$ cat src/common/anab_pkg.sv
// Constants, field layout and helpers for the auto-negotiation ability block.
//
// Behaviour
// The advertised word goes out to the link partner as local abilities.
// Advertised next-page bit always reads 0 and ignores writes.
// State machine drives advertised acknowledge; software writes to it are ignored.
// Advertised remote-fault bit is read/write, resets to 0.
// Software writes 0 to the advertised reserved bits, ignores them on read.
// Advertised pause bit is read/write, resets to 0.
// Advertised T4 bit always reads 0 and ignores writes.
// Four advertised technology bits are read/write and reset to 1.
// Advertised selector is read/write and resets to 00001.
// Partner register holds received partner abilities; all fields read-only.
// Partner next-page bit shows the partner's next-page flag, resets 0.
// Partner acknowledge bit follows incoming bursts; software writes ignored.
// Partner remote-fault bit shows the partner's fault flag, resets 0.
// Partner reserved bits read 0; writes have no effect.
// Partner pause bit shows partner flow control support, resets 0.
// Partner technology bits show partner abilities, reset to 0.
// Partner selector holds the received selector, resets to 00000.
// Latched status remote fault sets after partner fault; clears on read/reset.
// Partner register loads only after a complete, consistent code word.
package anab_pkg;

  localparam int unsigned ADDR_W = 5;
  localparam int unsigned WORD_W = 16;

  // Register addresses on the management register port.
  localparam logic [4:0] ADDR_BASIC_STATUS = 5'h01;
  localparam logic [4:0] ADDR_ADVERTISE = 5'h04;
  localparam logic [4:0] ADDR_PARTNER = 5'h05;

  // Field positions shared by both ability words.
  localparam int unsigned NEXT_PAGE_BIT = 15;
  localparam int unsigned ACK_BIT = 14;
  localparam int unsigned REMOTE_FAULT_BIT = 13;
  localparam int unsigned PAUSE_BIT = 10;
  localparam int unsigned T4_BIT = 9;
  localparam int unsigned TECH_HI = 8;
  localparam int unsigned TECH_LO = 5;
  localparam int unsigned SEL_HI = 4;
  localparam int unsigned SEL_LO = 0;

  // Bits software may change in the advertised word: 13..10 and 8..0.
  localparam logic [15:0] ADV_WRITE_MASK = 16'h3dff;
  // Advertised reset: four technology bits set, selector 00001.
  localparam logic [15:0] ADV_RESET = 16'h01e1;
  // Partner word keeps everything except the two reserved bits.
  localparam logic [15:0] PARTNER_KEEP_MASK = 16'he7ff;
  localparam logic [15:0] PARTNER_RESET = 16'h0000;

  // Identical code words needed before the partner word is taken.
  localparam int unsigned MATCH_COUNT = 3;

  function automatic logic addr_hit(input logic [4:0] addr,
                                    input logic [4:0] reg_addr);
    addr_hit = (addr == reg_addr);
  endfunction

  // Merges stored advertised bits with the hardware-owned acknowledge.
  function automatic logic [15:0] adv_view(input logic [15:0] stored,
                                           input logic ack);
    logic [15:0] v;
    v = stored & ADV_WRITE_MASK;
    v[ACK_BIT] = ack;
    adv_view = v;
  endfunction

endpackage

$ cat src/hw/lcw_match.sv
// Consistency filter for received link code words.
`timescale 1ns/1ps
module lcw_match
  import anab_pkg::*;
#(
  parameter int unsigned MATCHES = MATCH_COUNT
) (
  // Clock and reset
  input wire logic clk,
  input wire logic resetn,
  input wire logic clk_en,
  // Received words from the burst receiver
  input wire logic word_valid,
  input wire logic [15:0] word,
  // Accepted word
  output logic load_q,
  output logic [15:0] word_q
);

  localparam int unsigned CNT_W = $clog2(MATCHES + 1);
  localparam logic [CNT_W-1:0] CNT_ONE = CNT_W'(1);
  localparam logic [CNT_W-1:0] CNT_DONE = CNT_W'(MATCHES);

  logic [CNT_W-1:0] cnt_q, cnt_d;
  logic [15:0] last_q, last_d;
  logic load_d;
  logic [15:0] word_d;

  // A single corrupted burst can never reach the register: the same word
  // must arrive MATCHES times in a row. Reload is blocked until it changes.
  always_comb begin
    cnt_d = cnt_q;
    last_d = last_q;
    load_d = 1'b0;
    word_d = word_q;
    if (word_valid) begin
      last_d = word;
      if (word != last_q || cnt_q == '0) begin
        cnt_d = CNT_ONE;
      end else if (cnt_q != CNT_DONE) begin
        cnt_d = cnt_q + CNT_ONE;
      end
      if (word == last_q && cnt_q == CNT_DONE - CNT_ONE) begin
        load_d = 1'b1;
        word_d = word;
      end
    end
  end

  always_ff @(posedge clk or negedge resetn) begin
    if (!resetn) begin
      cnt_q <= '0;
      last_q <= PARTNER_RESET;
      load_q <= 1'b0;
      word_q <= PARTNER_RESET;
    end else if (clk_en) begin
      cnt_q <= cnt_d;
      last_q <= last_d;
      load_q <= load_d;
      word_q <= word_d;
    end
  end
endmodule

$ cat src/hw/anab_regs.sv
// Advertised and partner auto-negotiation ability registers.
`timescale 1ns/1ps
module anab_regs
  import anab_pkg::*;
#(
  parameter int unsigned MATCHES = MATCH_COUNT
) (
  // Clock and reset
  input wire logic clk,
  input wire logic resetn,
  input wire logic clk_en,
  // Management register port
  input wire logic [4:0] mgmt_addr,
  input wire logic mgmt_wr,
  input wire logic mgmt_rd,
  input wire logic [15:0] mgmt_wdata,
  output logic [15:0] mgmt_rdata_q,
  output logic mgmt_rvalid_q,
  // Auto-negotiation state machine
  input wire logic an_ack_set,
  input wire logic lcw_valid,
  input wire logic [15:0] lcw_word,
  output logic [15:0] adv_tx_q,
  output logic [15:0] partner_q,
  output logic partner_update_q,
  // Basic status support
  output logic remote_fault_latched_q
);

  ////////////////////////////////////////////////////////////////////////////
  // Advertised abilities.

  logic [15:0] adv_q, adv_d;
  logic ack_q, ack_d;
  logic [15:0] adv_tx_d;
  logic adv_wr;

  assign adv_wr = mgmt_wr && addr_hit(mgmt_addr, ADDR_ADVERTISE);

  always_comb begin
    adv_d = adv_q;
    if (adv_wr) begin
      // Next page, acknowledge and T4 are masked off, so writes cannot move
      // them; the reserved pair is stored as written.
      adv_d = mgmt_wdata & ADV_WRITE_MASK; // see see
    end
    ack_d = an_ack_set;
    adv_tx_d = adv_view(adv_q, ack_q); // see
  end

  always_ff @(posedge clk or negedge resetn) begin
    if (!resetn) begin
      adv_q <= ADV_RESET; // see
      ack_q <= 1'b0;
      adv_tx_q <= ADV_RESET;
    end else if (clk_en) begin
      adv_q <= adv_d;
      ack_q <= ack_d;
      adv_tx_q <= adv_tx_d;
    end
  end

  ////////////////////////////////////////////////////////////////////////////
  // Partner abilities.

  logic lcw_load;
  logic [15:0] lcw_accepted;
  logic [15:0] partner_d;
  logic partner_update_d;

  lcw_match #(
    .MATCHES(MATCHES)
  ) u_match (
    .clk(clk),
    .resetn(resetn),
    .clk_en(clk_en),
    .word_valid(lcw_valid),
    .word(lcw_word),
    .load_q(lcw_load),
    .word_q(lcw_accepted)
  );

  // Management writes to this address are simply not decoded, so the
  // partner word only ever changes from the link side.
  always_comb begin
    partner_d = partner_q;
    partner_update_d = 1'b0;
    if (lcw_load) begin
      // Next page, ack, fault, pause, technology and selector come from the
      // received word; the reserved pair is forced to zero.
      partner_d = lcw_accepted & PARTNER_KEEP_MASK; // see
      partner_update_d = 1'b1; // see see
    end
  end

  always_ff @(posedge clk or negedge resetn) begin
    if (!resetn) begin
      partner_q <= PARTNER_RESET; // see see
      partner_update_q <= 1'b0;
    end else if (clk_en) begin
      partner_q <= partner_d;
      partner_update_q <= partner_update_d;
    end
  end

  ////////////////////////////////////////////////////////////////////////////
  // Latched remote fault for the basic status register.

  logic rfl_d;
  logic status_rd;

  assign status_rd = mgmt_rd && addr_hit(mgmt_addr, ADDR_BASIC_STATUS);

  // The set term is tested last so a fault present in the same cycle as the
  // status read survives; the read value already showed it as one.
  always_comb begin
    rfl_d = remote_fault_latched_q;
    if (status_rd) begin
      rfl_d = 1'b0;
    end
    if (partner_q[REMOTE_FAULT_BIT]) begin
      rfl_d = 1'b1;
    end
  end

  always_ff @(posedge clk or negedge resetn) begin
    if (!resetn) begin
      remote_fault_latched_q <= 1'b0;
    end else if (clk_en) begin
      remote_fault_latched_q <= rfl_d;
    end
  end

  ////////////////////////////////////////////////////////////////////////////
  // Read path.

  logic [15:0] rdata_d;
  logic rvalid_d;

  // Only this block's two addresses answer; every other address is left to
  // the neighbouring register banks, which share the same port.
  always_comb begin
    rdata_d = mgmt_rdata_q;
    rvalid_d = 1'b0;
    if (mgmt_rd && addr_hit(mgmt_addr, ADDR_ADVERTISE)) begin
      rdata_d = adv_view(adv_q, ack_q); // see see
      rvalid_d = 1'b1;
    end else if (mgmt_rd && addr_hit(mgmt_addr, ADDR_PARTNER)) begin
      rdata_d = partner_q;
      rvalid_d = 1'b1;
    end
  end

  always_ff @(posedge clk or negedge resetn) begin
    if (!resetn) begin
      mgmt_rdata_q <= 16'h0000;
      mgmt_rvalid_q <= 1'b0;
    end else if (clk_en) begin
      mgmt_rdata_q <= rdata_d;
      mgmt_rvalid_q <= rvalid_d;
    end
  end
endmodule

$ cat config.mk
export PLATFORM = sky130hd
export DESIGN_NAME = anab_regs
export DESIGN_NICKNAME = d
export VERILOG_FILES = /design/src/common/anab_pkg.sv /design/src/hw/lcw_match.sv /design/src/hw/anab_regs.sv
export SDC_FILE = /design/constraint.sdc
export NUM_CORES = 1
export LEC_CHECK = 0
export BUFFER_PORTS_ARGS = -buffer_cell sky130_fd_sc_hd__buf_4
export CAP_MARGIN = 20
export CORE_ASPECT_RATIO = 1.1
export CORE_UTILIZATION = 48
export DETAILED_ROUTE_END_ITERATION = 7
export GPL_ROUTABILITY_DRIVEN = 0
export PLACE_DENSITY = 0.74
export SYNTH_ARGS = -nofsm -noshare
export SYNTH_HDL_FRONTEND = slang
export SYNTH_SLANG_ARGS = --single-unit
$ cat constraint.sdc
create_clock -name clk -period 1.9 [get_ports clk]
set_input_delay 0.57 -clock clk [delete_from_list [all_inputs] [get_ports clk]]
set_output_delay 0.57 -clock clk [all_outputs]
set_load 0.1 [all_outputs]
==> flow_metrics.py, run 1 <==
metrics = {
    "status": {
        "status": "finished, violations left",
        "failed_checks": "setup timing",
    },
    "synth": {
        "synth.area.top_cells": "dfrtp_1 (53%), mux2_2 (18%), dfstp_2 (6.6%), xnor2_1 (3.5%), mux2_4 (3.4%)",
        "ys_warn_count": 0,
        "yosysTopAreaCellShare_pct": 53.0,
        "ys_async_sr_fraction_pct": 100,
        "synth_edf_count": 0,
        "synth.avg_cell_area_um2": 14.3,
        "synth_top_area_cell": "dfrtp_1",
        "synth_ff_type": "dfrtp_1",
        "ys_seq_area_share_pct": 59.7,
        "syn-instance-count": 277,
        "synth_seq_cells": 94,
        "yosys.cell_count.top_type": "dfrtp_1",
        "synth_cell_types": 31,
        "synth.cell_area_um2": 3960,
        "synth_common_cells": "dfrtp_1 (84), mux2_2 (63), xnor2_1 (16)",
    },
    "timing": {
        "final_hold_viol_count": 0,
        "fin_crit_sh_pct": 103,
        "period_minus_slack_ns": 1.96,
        "fin_ws_ns": -0.0627,
        "clock.fmax_mhz": 510,
        "clock-skew-final_ns": 0.00830,
        "timing.hold.ws_ns": 0.142,
        "finalMaxSlewViolations": 0,
        "fin_tns_setup_ns": -0.657,
        "setup_viol": 14,
        "rsz0062_at_grt": "yes",
    },
    "floorplanning": {
        "start_util_pct": 49.8,
        "io_pins": 95,
        "rows": 34,
        "core_area_um2": 7960,
        "fp.dieH_um": 97.3,
        "die-area_um2": 8620,
        "die_w_um": 88.6,
    },
    "setup_path": {
        "crit_type": "register to register",
        "required_ns": 2.14,
        "endpoint_kind": "register",
        "crit_arrival_ns": 2.20,
        "slowest_stage": "dfrtp_1",
        "critPathBufInv": 1,
        "crit_fanout": 8,
        "worstRegToRegCells": 6,
        "r2r_setup_slack_ns": -0.06,
        "critPathTopFamily": "simple AND/OR/NAND/NOR gates",
        "rr_endpoint": "u_match.word_q[8]",
        "startpoint_type": "register",
        "cpPeakStageDelay_ns": 0.41,
        "cp_cell_sequence": "xnor2_1 -> nand4_1 -> nor4_2 -> and4_4 -> buf_12 -> mux2_4",
        "rr_startpoint": "u_match.last_q[6]",
    },
    "routing": {
        "vias": 2519,
        "via_per_inst": 5.03,
        "top_layer_used": "met4",
        "dr_wl_met2_um": 4030,
        "ant_nets": 0,
        "wl_met1_um": 3380,
        "drtIter0Drc": 47,
        "drc": 0,
        "wirelength_um": 7820,
        "firstDrtPassIters": 4,
        "dr_wl_met3_um": 258,
        "wl_per_cell_um": 15.6,
    },
    "cells_and_area": {
        "diodes": 0,
        "area_growth_pct": 31.3,
        "stdcell_area_um2": 5200,
        "fin_nets": 435,
        "layoutNonFillerInstCount": 501,
        "fillCellCount": 593,
        "drive_gt1_share_pct": 56.5,
    },
    "power_and_ir_drop": {
        "leakage_nw": 2.52,
        "ir_drop_v": 0.000404,
        "power_density_nw_per_um2": 867,
        "fin_total_pwr_mw": 4.51,
    },
    "placed_design": {
        "placement.io_buffers": 87,
        "placed_cells": 481,
        "placed_cell_area_um2": 4930,
        "dp_hpwl_um": 5610,
    },
    "clock_network": {
        "clk_pin_slew_worst_paths_ns": 0.10,
        "clock_tree.root_cell": "clkbuf_8",
        "clock_latency_ns": 0.35,
        "htree_levels": 3,
        "clockBufferDepth": 2,
        "cts_tree": "yes",
        "numClockSinks": 94,
        "cts-buffers-inserted": 9,
        "hold_buffers": 0,
    },
    "global_routing": {
        "antenna_found_initial": 0,
        "grt_pass1_wl_um": 12700,
        "grt-ovfl-total": 0,
        "grt_max_degree": 40,
        "grt_pass1_vias": 2608,
        "track_usage_pct": 19.6,
    },
    "job": {
        "maxCapViolations": 0,
    },
    "worst_hold_path": {
        "worstHoldPathType": "primary input to async pin",
    },
}
==> what timing repair did <==
item,4_1_cts,5_1_grt
resized for setup,8,0
gates cloned,1,0
setup endpoints to repair,14,14
pin swaps,7,1
buffers inserted,3,0
==> cell type report <==
cell class,instances,area (µm²),area share (%)
multi-input combinational,161,1520,29.2
clock buffer,9,124,2.38
clock inverter,7,81.3,1.56
timing repair buffer,116,953,18.3
tap,108,135,2.60
sequential,94,2360,45.5
inverter,6,22.5,0.433
==> metal layers <==
layer,track usage (%),vias up
met2,33.3,58
li1,-,1185
met4,8.06,0
met1,24.0,1263
met3,3.65,13
met5,0,-
==> state kept, by name, indices dropped and copies added, names as in the netlist <==
register and cells:
ack_q 1, u_match.word_q 14, partner_update_q 1, remote_fault_latched_q 1, mgmt_rdata_q 16, partner_q 14
adv_q 13, mgmt_rvalid_q 1, u_match.cnt_q 2, u_match.last_q 16, adv_tx_q 14, u_match.load_q 1
==> worst max-delay path by stage <==
stage,startpoint,endpoint,depth (start not counted)
after floorplan,lcw_word[1],u_match.word_q[0],7
after global placement,lcw_word[13],u_match.word_q[9],7
after detailed placement,lcw_word[13],u_match.word_q[10],7
after CTS,u_match.last_q[14],u_match.word_q[5],6
after global routing,u_match.last_q[2],u_match.word_q[9],6
final,u_match.last_q[6],u_match.word_q[8],6
==> report_power, final <==
| part | switching [mW] | leakage (nW) | internal, mW |
|---|---|---|---|
| registers | 0.0914 | 1.22 | 2.16 |
| logic | 0.579 | 1.20 | 0.317 |
| clock network | 0.732 | 0.0997 | 0.629 |
| total | 1.40 | 2.52 | 3.11 |
==> cell families after synthesis <==
group | synth area share [%]
other | 0.0946
and+or+nand+nor | 4.14
muxes | 24.3
AOI/OAI and AO/OA | 3.63
buffers and inverters | 3.63
xor gates and xnor gates | 3.54
adders and majority gates | 0.947
DFF | 59.7
==> cells in the final DEF, fill, tap and decap left out, types with 8 or more instances in the layout <==
master / n
dfrtp_1: 84
nand4_1: 8
mux2_2: 58
xnor2_1: 12
clkbuf_8: 9
buf_4: 110
dfstp_2: 10
nand2_1: 14
mux2_4: 14
o21ai_0: 15
mux2i_1: 12
==> metrics by stage <==
stage / setup WS (ns) / util, %
after floorplan: -0.156 / -
after global placement: -0.315 / 61.9
after detailed placement: -0.353 / 61.9
after CTS: -0.0550 / 65.4
after global routing: -0.119 / 65.4
final: -0.0627 / 65.4
Power figures use the tool's default switching activity.
==> run 2: changes to the inputs <==
- CELL_PAD_IN_SITES_DETAIL_PLACEMENT: unset -> 1
- CELL_PAD_IN_SITES_GLOBAL_PLACEMENT: unset -> 1
- CORE_UTILIZATION: 48 -> 46
- PLACE_DENSITY: 0.74 -> 0.82
- clock period: 1.9 -> 2.5 ns (I/O delays scaled with it)
==> flow_metrics.py, run 2 (synthesis results as in run 1) <==
metrics = {
    "setup_path": {
        "crit_arrival_ns": 2.29,
        "required_ns": 2.75,
        "rr_endpoint": "u_match.word_q[9]",
        "crit_type": "primary input to register",
        "crit_fanout": 15,
        "crit_path_start": "lcw_word[7]",
        "startpoint_type": "primary input",
        "r2r_setup_slack_ns": 0.53,
        "worstRegToRegCells": 6,
        "rr_startpoint": "u_match.last_q[7]",
        "endpoint_kind": "register",
        "crit_path_end": "u_match.word_q[9]",
    },
    "routing": {
        "drtIter0Drc": 74,
        "wl_per_cell_um": 17.4,
        "firstDrtPassIters": 4,
        "wirelength_um": 8500,
        "via_per_inst": 5.10,
        "ant_nets": 0,
        "drc": 0,
        "vias": 2483,
    },
    "clock_network": {
        "cts_setup_buffers": 0,
        "hold_buffers": 0,
        "cts-buffers-inserted": 9,
        "clockBufferDepth": 2,
        "clock_latency_ns": 0.36,
        "htree_levels": 3,
        "numClockSinks": 94,
        "clock_tree.root_cell": "clkbuf_8",
        "cts_tree": "yes",
        "clk_pin_slew_worst_paths_ns": 0.10,
        "cts_resized": 0,
    },
    "timing": {
        "finalMaxSlewViolations": 0,
        "setup_viol": 0,
        "fin_tns_setup_ns": 0,
        "period_minus_slack_ns": 2.04,
        "rsz0062_at_grt": "no",
        "fin_crit_sh_pct": 81.6,
        "timing.hold.ws_ns": 0.341,
        "clock-skew-final_ns": 0.0104,
        "fin_ws_ns": 0.459,
        "final_hold_viol_count": 0,
        "clock.fmax_mhz": 490,
    },
    "floorplanning": {
        "fp.dieH_um": 99.3,
        "io_pins": 95,
        "start_util_pct": 47.4,
        "die-area_um2": 8990,
        "die_w_um": 90.5,
        "rows": 35,
        "core_area_um2": 8360,
    },
    "power_and_ir_drop": {
        "ir_drop_v": 0.000414,
        "power_density_nw_per_um2": 682,
        "fin_total_pwr_mw": 3.40,
        "leakage_nw": 2.40,
    },
    "cells_and_area": {
        "final_common_cell": "buf_4",
        "top_regs": "mgmt_rdata_q x16, u_match.last_q x16",
        "layoutNonFillerInstCount": 487,
        "stdcell_area_um2": 4990,
        "most-common-layout-cells": "buf_4 (95), dfrtp_1 (84), mux2_2 (63)",
        "post-route-util_pct": 59.6,
        "diodes": 0,
        "fin_nets": 418,
        "area_growth_pct": 25.9,
        "drive_gt1_share_pct": 52.9,
        "fillCellCount": 853,
    },
    "global_routing": {
        "grt_max_degree": 39,
        "grt_pass1_vias": 2690,
        "grt_pass1_wl_um": 14100,
        "grt_use_met2_pct": 35.5,
        "antenna_found_initial": 0,
        "grt-ovfl-total": 0,
        "track_usage_pct": 20.5,
        "grt_most_used_layer": "met2",
        "use_met1_pct": 25.9,
        "grt.met3_usage_pct": 4.20,
    },
    "placed_design": {
        "dp_slack_ns": 0.0727,
        "placement.io_buffers": 87,
        "placed_cells": 471,
        "dp_hpwl_um": 6160,
        "placed_cell_area_um2": 4780,
    },
    "job": {
        "maxCapViolations": 0,
    },
    "status": {
        "status": "completed",
    },
    "worst_hold_path": {
        "worstHoldPathType": "primary input to async pin",
    },
}
run 2: how the worst min path moves through the flow:
| stage | slack, ns | endpoint |
|---|---|---|
| finish | 0.34 | mgmt_rdata_q[5] |
| global route | 0.36 | mgmt_rdata_q[5] |
| CTS | 0.35 | adv_tx_q[4] |
| detailed placement | 0.48 | mgmt_rdata_q[7] |
| global placement | 0.46 | mgmt_rdata_q[8] |
| floorplan | 0.45 | ack_q |
run 2: report_power, final:
part	total, mW	internal, mW	switching [mW]	leakage, nW
clock network	1.03	0.476	0.558	0.102
logic	0.656	0.217	0.438	1.07
registers	1.71	1.64	0.0700	1.22
total	3.40	2.34	1.07	2.40
run 2: layout make-up:
cell class              count  area, µm²  area share (%)
repair buffers             99        793            15.9
clock buffers               9        124            2.48
flip-flops and latches     94       2360            47.4
inverters                   6       22.5           0.451
clock inverters             7       80.1            1.61
multi-input cells         161       1470            29.4
well taps                 111        139            2.78
run 2: layer usage:
| layer | wire length, µm | vias to the layer above | part of all wire [%] |
|---|---|---|---|
| met2 | 4440 | 56 | 52 |
| met4 | 103 | 0 | 1.2 |
| met1 | 3700 | 1274 | 43 |
| met3 | 260 | 7 | 3.1 |
| li1 | - | 1146 | - |
| met5 | 0 | - | 0 |
run 2: worst max-delay path, stage by stage:
cell	delay, ns
buf_4	0.13
xnor2_1	0.18
nand4_1	0.14
nor4_2	0.30
and4_1	0.28
buf_12	0.17
mux2_2	0.34
==> run 3: changes to the inputs <==
- ABC_AREA: unset -> 1
- CORE_UTILIZATION: 46 -> 40
- PLACE_DENSITY: 0.82 -> 0.78
- clock period: 2.5 -> 1.9 ns (I/O delays scaled with it)
==> flow_metrics.py, run 3 <==
metrics = {
    "synth": {
        "synth_cell_types": 26,
        "synth_ff_type": "dfrtp_1",
        "synthXorXnorAreaFrac_pct": 0,
        "yosys.cell_count.top_type": "nand2_1",
        "yosys.area_share.simple_pct": 20.6,
        "synth_fa_ha_area_share_pct": 0.904,
        "synth.avg_cell_area_um2": 8.65,
        "synth.cell_area_um2": 4150,
        "ys_warn_count": 0,
        "synth_top_family_by_area": "simple AND/OR/NAND/NOR gates",
        "synth.mux.area_fraction_pct": 4.07,
        "synth_seq_cells": 94,
        "synth_compound_area_share_pct": 8.73,
        "synth.area.top_cells": "dfrtp_1 (51%), nand2_1 (16%), dfstp_2 (6.3%), inv_1 (5.5%), o21ai_0 (4.6%)",
        "synth_common_cells": "nand2_1 (182), dfrtp_1 (84), inv_1 (61)",
        "synth_top_area_cell": "dfrtp_1",
        "ys_async_sr_fraction_pct": 100,
        "synth_edf_count": 0,
        "syn-instance-count": 480,
        "yosysTopAreaCellShare_pct": 50.6,
        "ys_seq_area_share_pct": 56.9,
    },
    "timing": {
        "rsz0062_at_grt": "no",
        "fin_crit_sh_pct": 92.9,
        "fin_ws_ns": 0.134,
        "setup_viol": 0,
        "fin_tns_setup_ns": 0,
        "period_minus_slack_ns": 1.77,
        "timing.hold.ws_ns": 0.133,
        "clock-skew-final_ns": 0.0105,
        "finalMaxSlewViolations": 0,
        "final_hold_viol_count": 0,
        "clock.fmax_mhz": 566,
    },
    "cells_and_area": {
        "diodes": 0,
        "final_common_cell": "nand2_1",
        "drive_gt1_share_pct": 26.5,
        "top_regs": "mgmt_rdata_q x16, u_match.last_q x16",
        "most-common-layout-cells": "nand2_1 (182), buf_4 (97), dfrtp_1 (84)",
        "area_growth_pct": 25.5,
        "fin_nets": 620,
        "fillCellCount": 1207,
    },
    "power_and_ir_drop": {
        "leakage_nw": 2.79,
        "power_density_nw_per_um2": 1030,
        "fin_total_pwr_mw": 5.36,
        "ir_drop_v": 0.000401,
    },
    "floorplanning": {
        "fp.dieH_um": 109,
        "die_w_um": 99.2,
        "io_pins": 95,
        "core_area_um2": 9980,
        "rows": 38,
        "die-area_um2": 10800,
        "start_util_pct": 41.6,
    },
    "job": {
        "maxCapViolations": 0,
    },
    "routing": {
        "vias": 3385,
        "wl_per_cell_um": 14.5,
        "drtIter0Drc": 90,
        "ant_nets": 0,
        "via_per_inst": 4.85,
        "drc": 0,
        "firstDrtPassIters": 4,
        "wirelength_um": 10100,
    },
    "global_routing": {
        "grt_pass1_vias": 3543,
        "grt_pass1_wl_um": 17000,
        "antenna_found_initial": 0,
        "grt_max_degree": 36,
        "track_usage_pct": 20.4,
        "grt-ovfl-total": 0,
    },
    "clock_network": {
        "clock_latency_ns": 0.37,
        "clockBufferDepth": 2,
        "clk_pin_slew_worst_paths_ns": 0.09,
        "numClockSinks": 94,
        "cts_setup_buffers": 0,
        "hold_buffers": 0,
        "clock_tree.root_cell": "clkbuf_8",
        "htree_levels": 3,
        "cts_tree": "yes",
        "cts_resized": 0,
        "cts-buffers-inserted": 9,
    },
    "setup_path": {
        "worstRegToRegCells": 10,
        "crit_arrival_ns": 1.20,
        "critPathTopFamily": "flip-flops",
        "cp_cell_sequence": "buf_4",
        "required_ns": 1.33,
        "startpoint_type": "register",
        "slowest_stage": "dfstp_2",
        "cpPeakStageDelay_ns": 0.54,
        "endpoint_kind": "output pin",
        "critPathBufInv": 1,
        "crit_fanout": 2,
        "crit_type": "register to output pin",
        "r2r_setup_slack_ns": 0.27,
        "rr_endpoint": "u_match.word_q[0]",
        "rr_startpoint": "u_match.last_q[4]",
    },
    "placed_design": {
        "placement.io_buffers": 87,
        "dp_slack_ns": -0.00766,
        "dp_hpwl_um": 7580,
    },
    "worst_hold_path": {
        "worstHoldPathType": "primary input to async pin",
    },
    "status": {
        "status": "completed",
    },
}
## run 3: worst max path at each step
stage / startpoint / endpoint / depth (start not counted)
after global placement: mgmt_addr[3] / mgmt_rdata_q[5] / 9
after CTS: adv_tx_q[0] / adv_tx_q[0] / 1
after floorplan: mgmt_addr[3] / mgmt_rdata_q[11] / 9
final: adv_tx_q[0] / adv_tx_q[0] / 1
after global routing: adv_tx_q[0] / adv_tx_q[0] / 1
after detailed placement: mgmt_addr[3] / mgmt_rdata_q[0] / 9
## run 3: logic make-up after synthesis
family                   count (synthesis)
AND/OR/NAND/NOR                        219
flip-flops                              94
buffers and inverters                   85
AO/OA/AOI/OAI                           63
multiplexers                            15
adder cells (fa/ha/maj)                  3
other                                    1
## run 3: stage by stage
stage               utilization, %  cell area [µm²]  std cells
floorplan                        -             4170        483
global placement              50.1             5000        682
detailed placement            50.1             5000        682
CTS                           52.2             5220        698
global route                  52.2             5220        698
finish                        52.2             5220        698
## run 3: layout make-up
class / instances / area [µm²] / area share [%]
flip-flops and latches: 94 / 2360 / 45.3
well taps: 120 / 150 / 2.88
clock inverters: 4 / 70.1 / 1.34
multi-input cells: 304 / 1440 / 27.6
inverters: 63 / 236 / 4.53
clock buffers: 12 / 145 / 2.78
repair buffers: 101 / 808 / 15.5
## run 3: worst register-to-register path, stage by stage, from the launching register on
cell and delay (ns):
dfrtp_1 0.40, inv_1 0.06, nand2_1 0.06, nand2_1 0.05
nor2_1 0.12, nand2_1 0.10, nor2_2 0.17, nand3b_1 0.12
buf_4 0.20, o21ai_0 0.19, inv_1 0.07
## run 3: power by group
part	switching, mW	internal, mW
Combinational	1.19	0.352
Sequential	0.135	2.22
Clock	0.695	0.775
## run 3: routing by layer
layer | GRT usage (%) | routed length, µm
met1 | 25.4 | 4510
met4 | 6.41 | 122
met2 | 36.0 | 5100
met5 | 0 | 0
met3 | 3.97 | 386
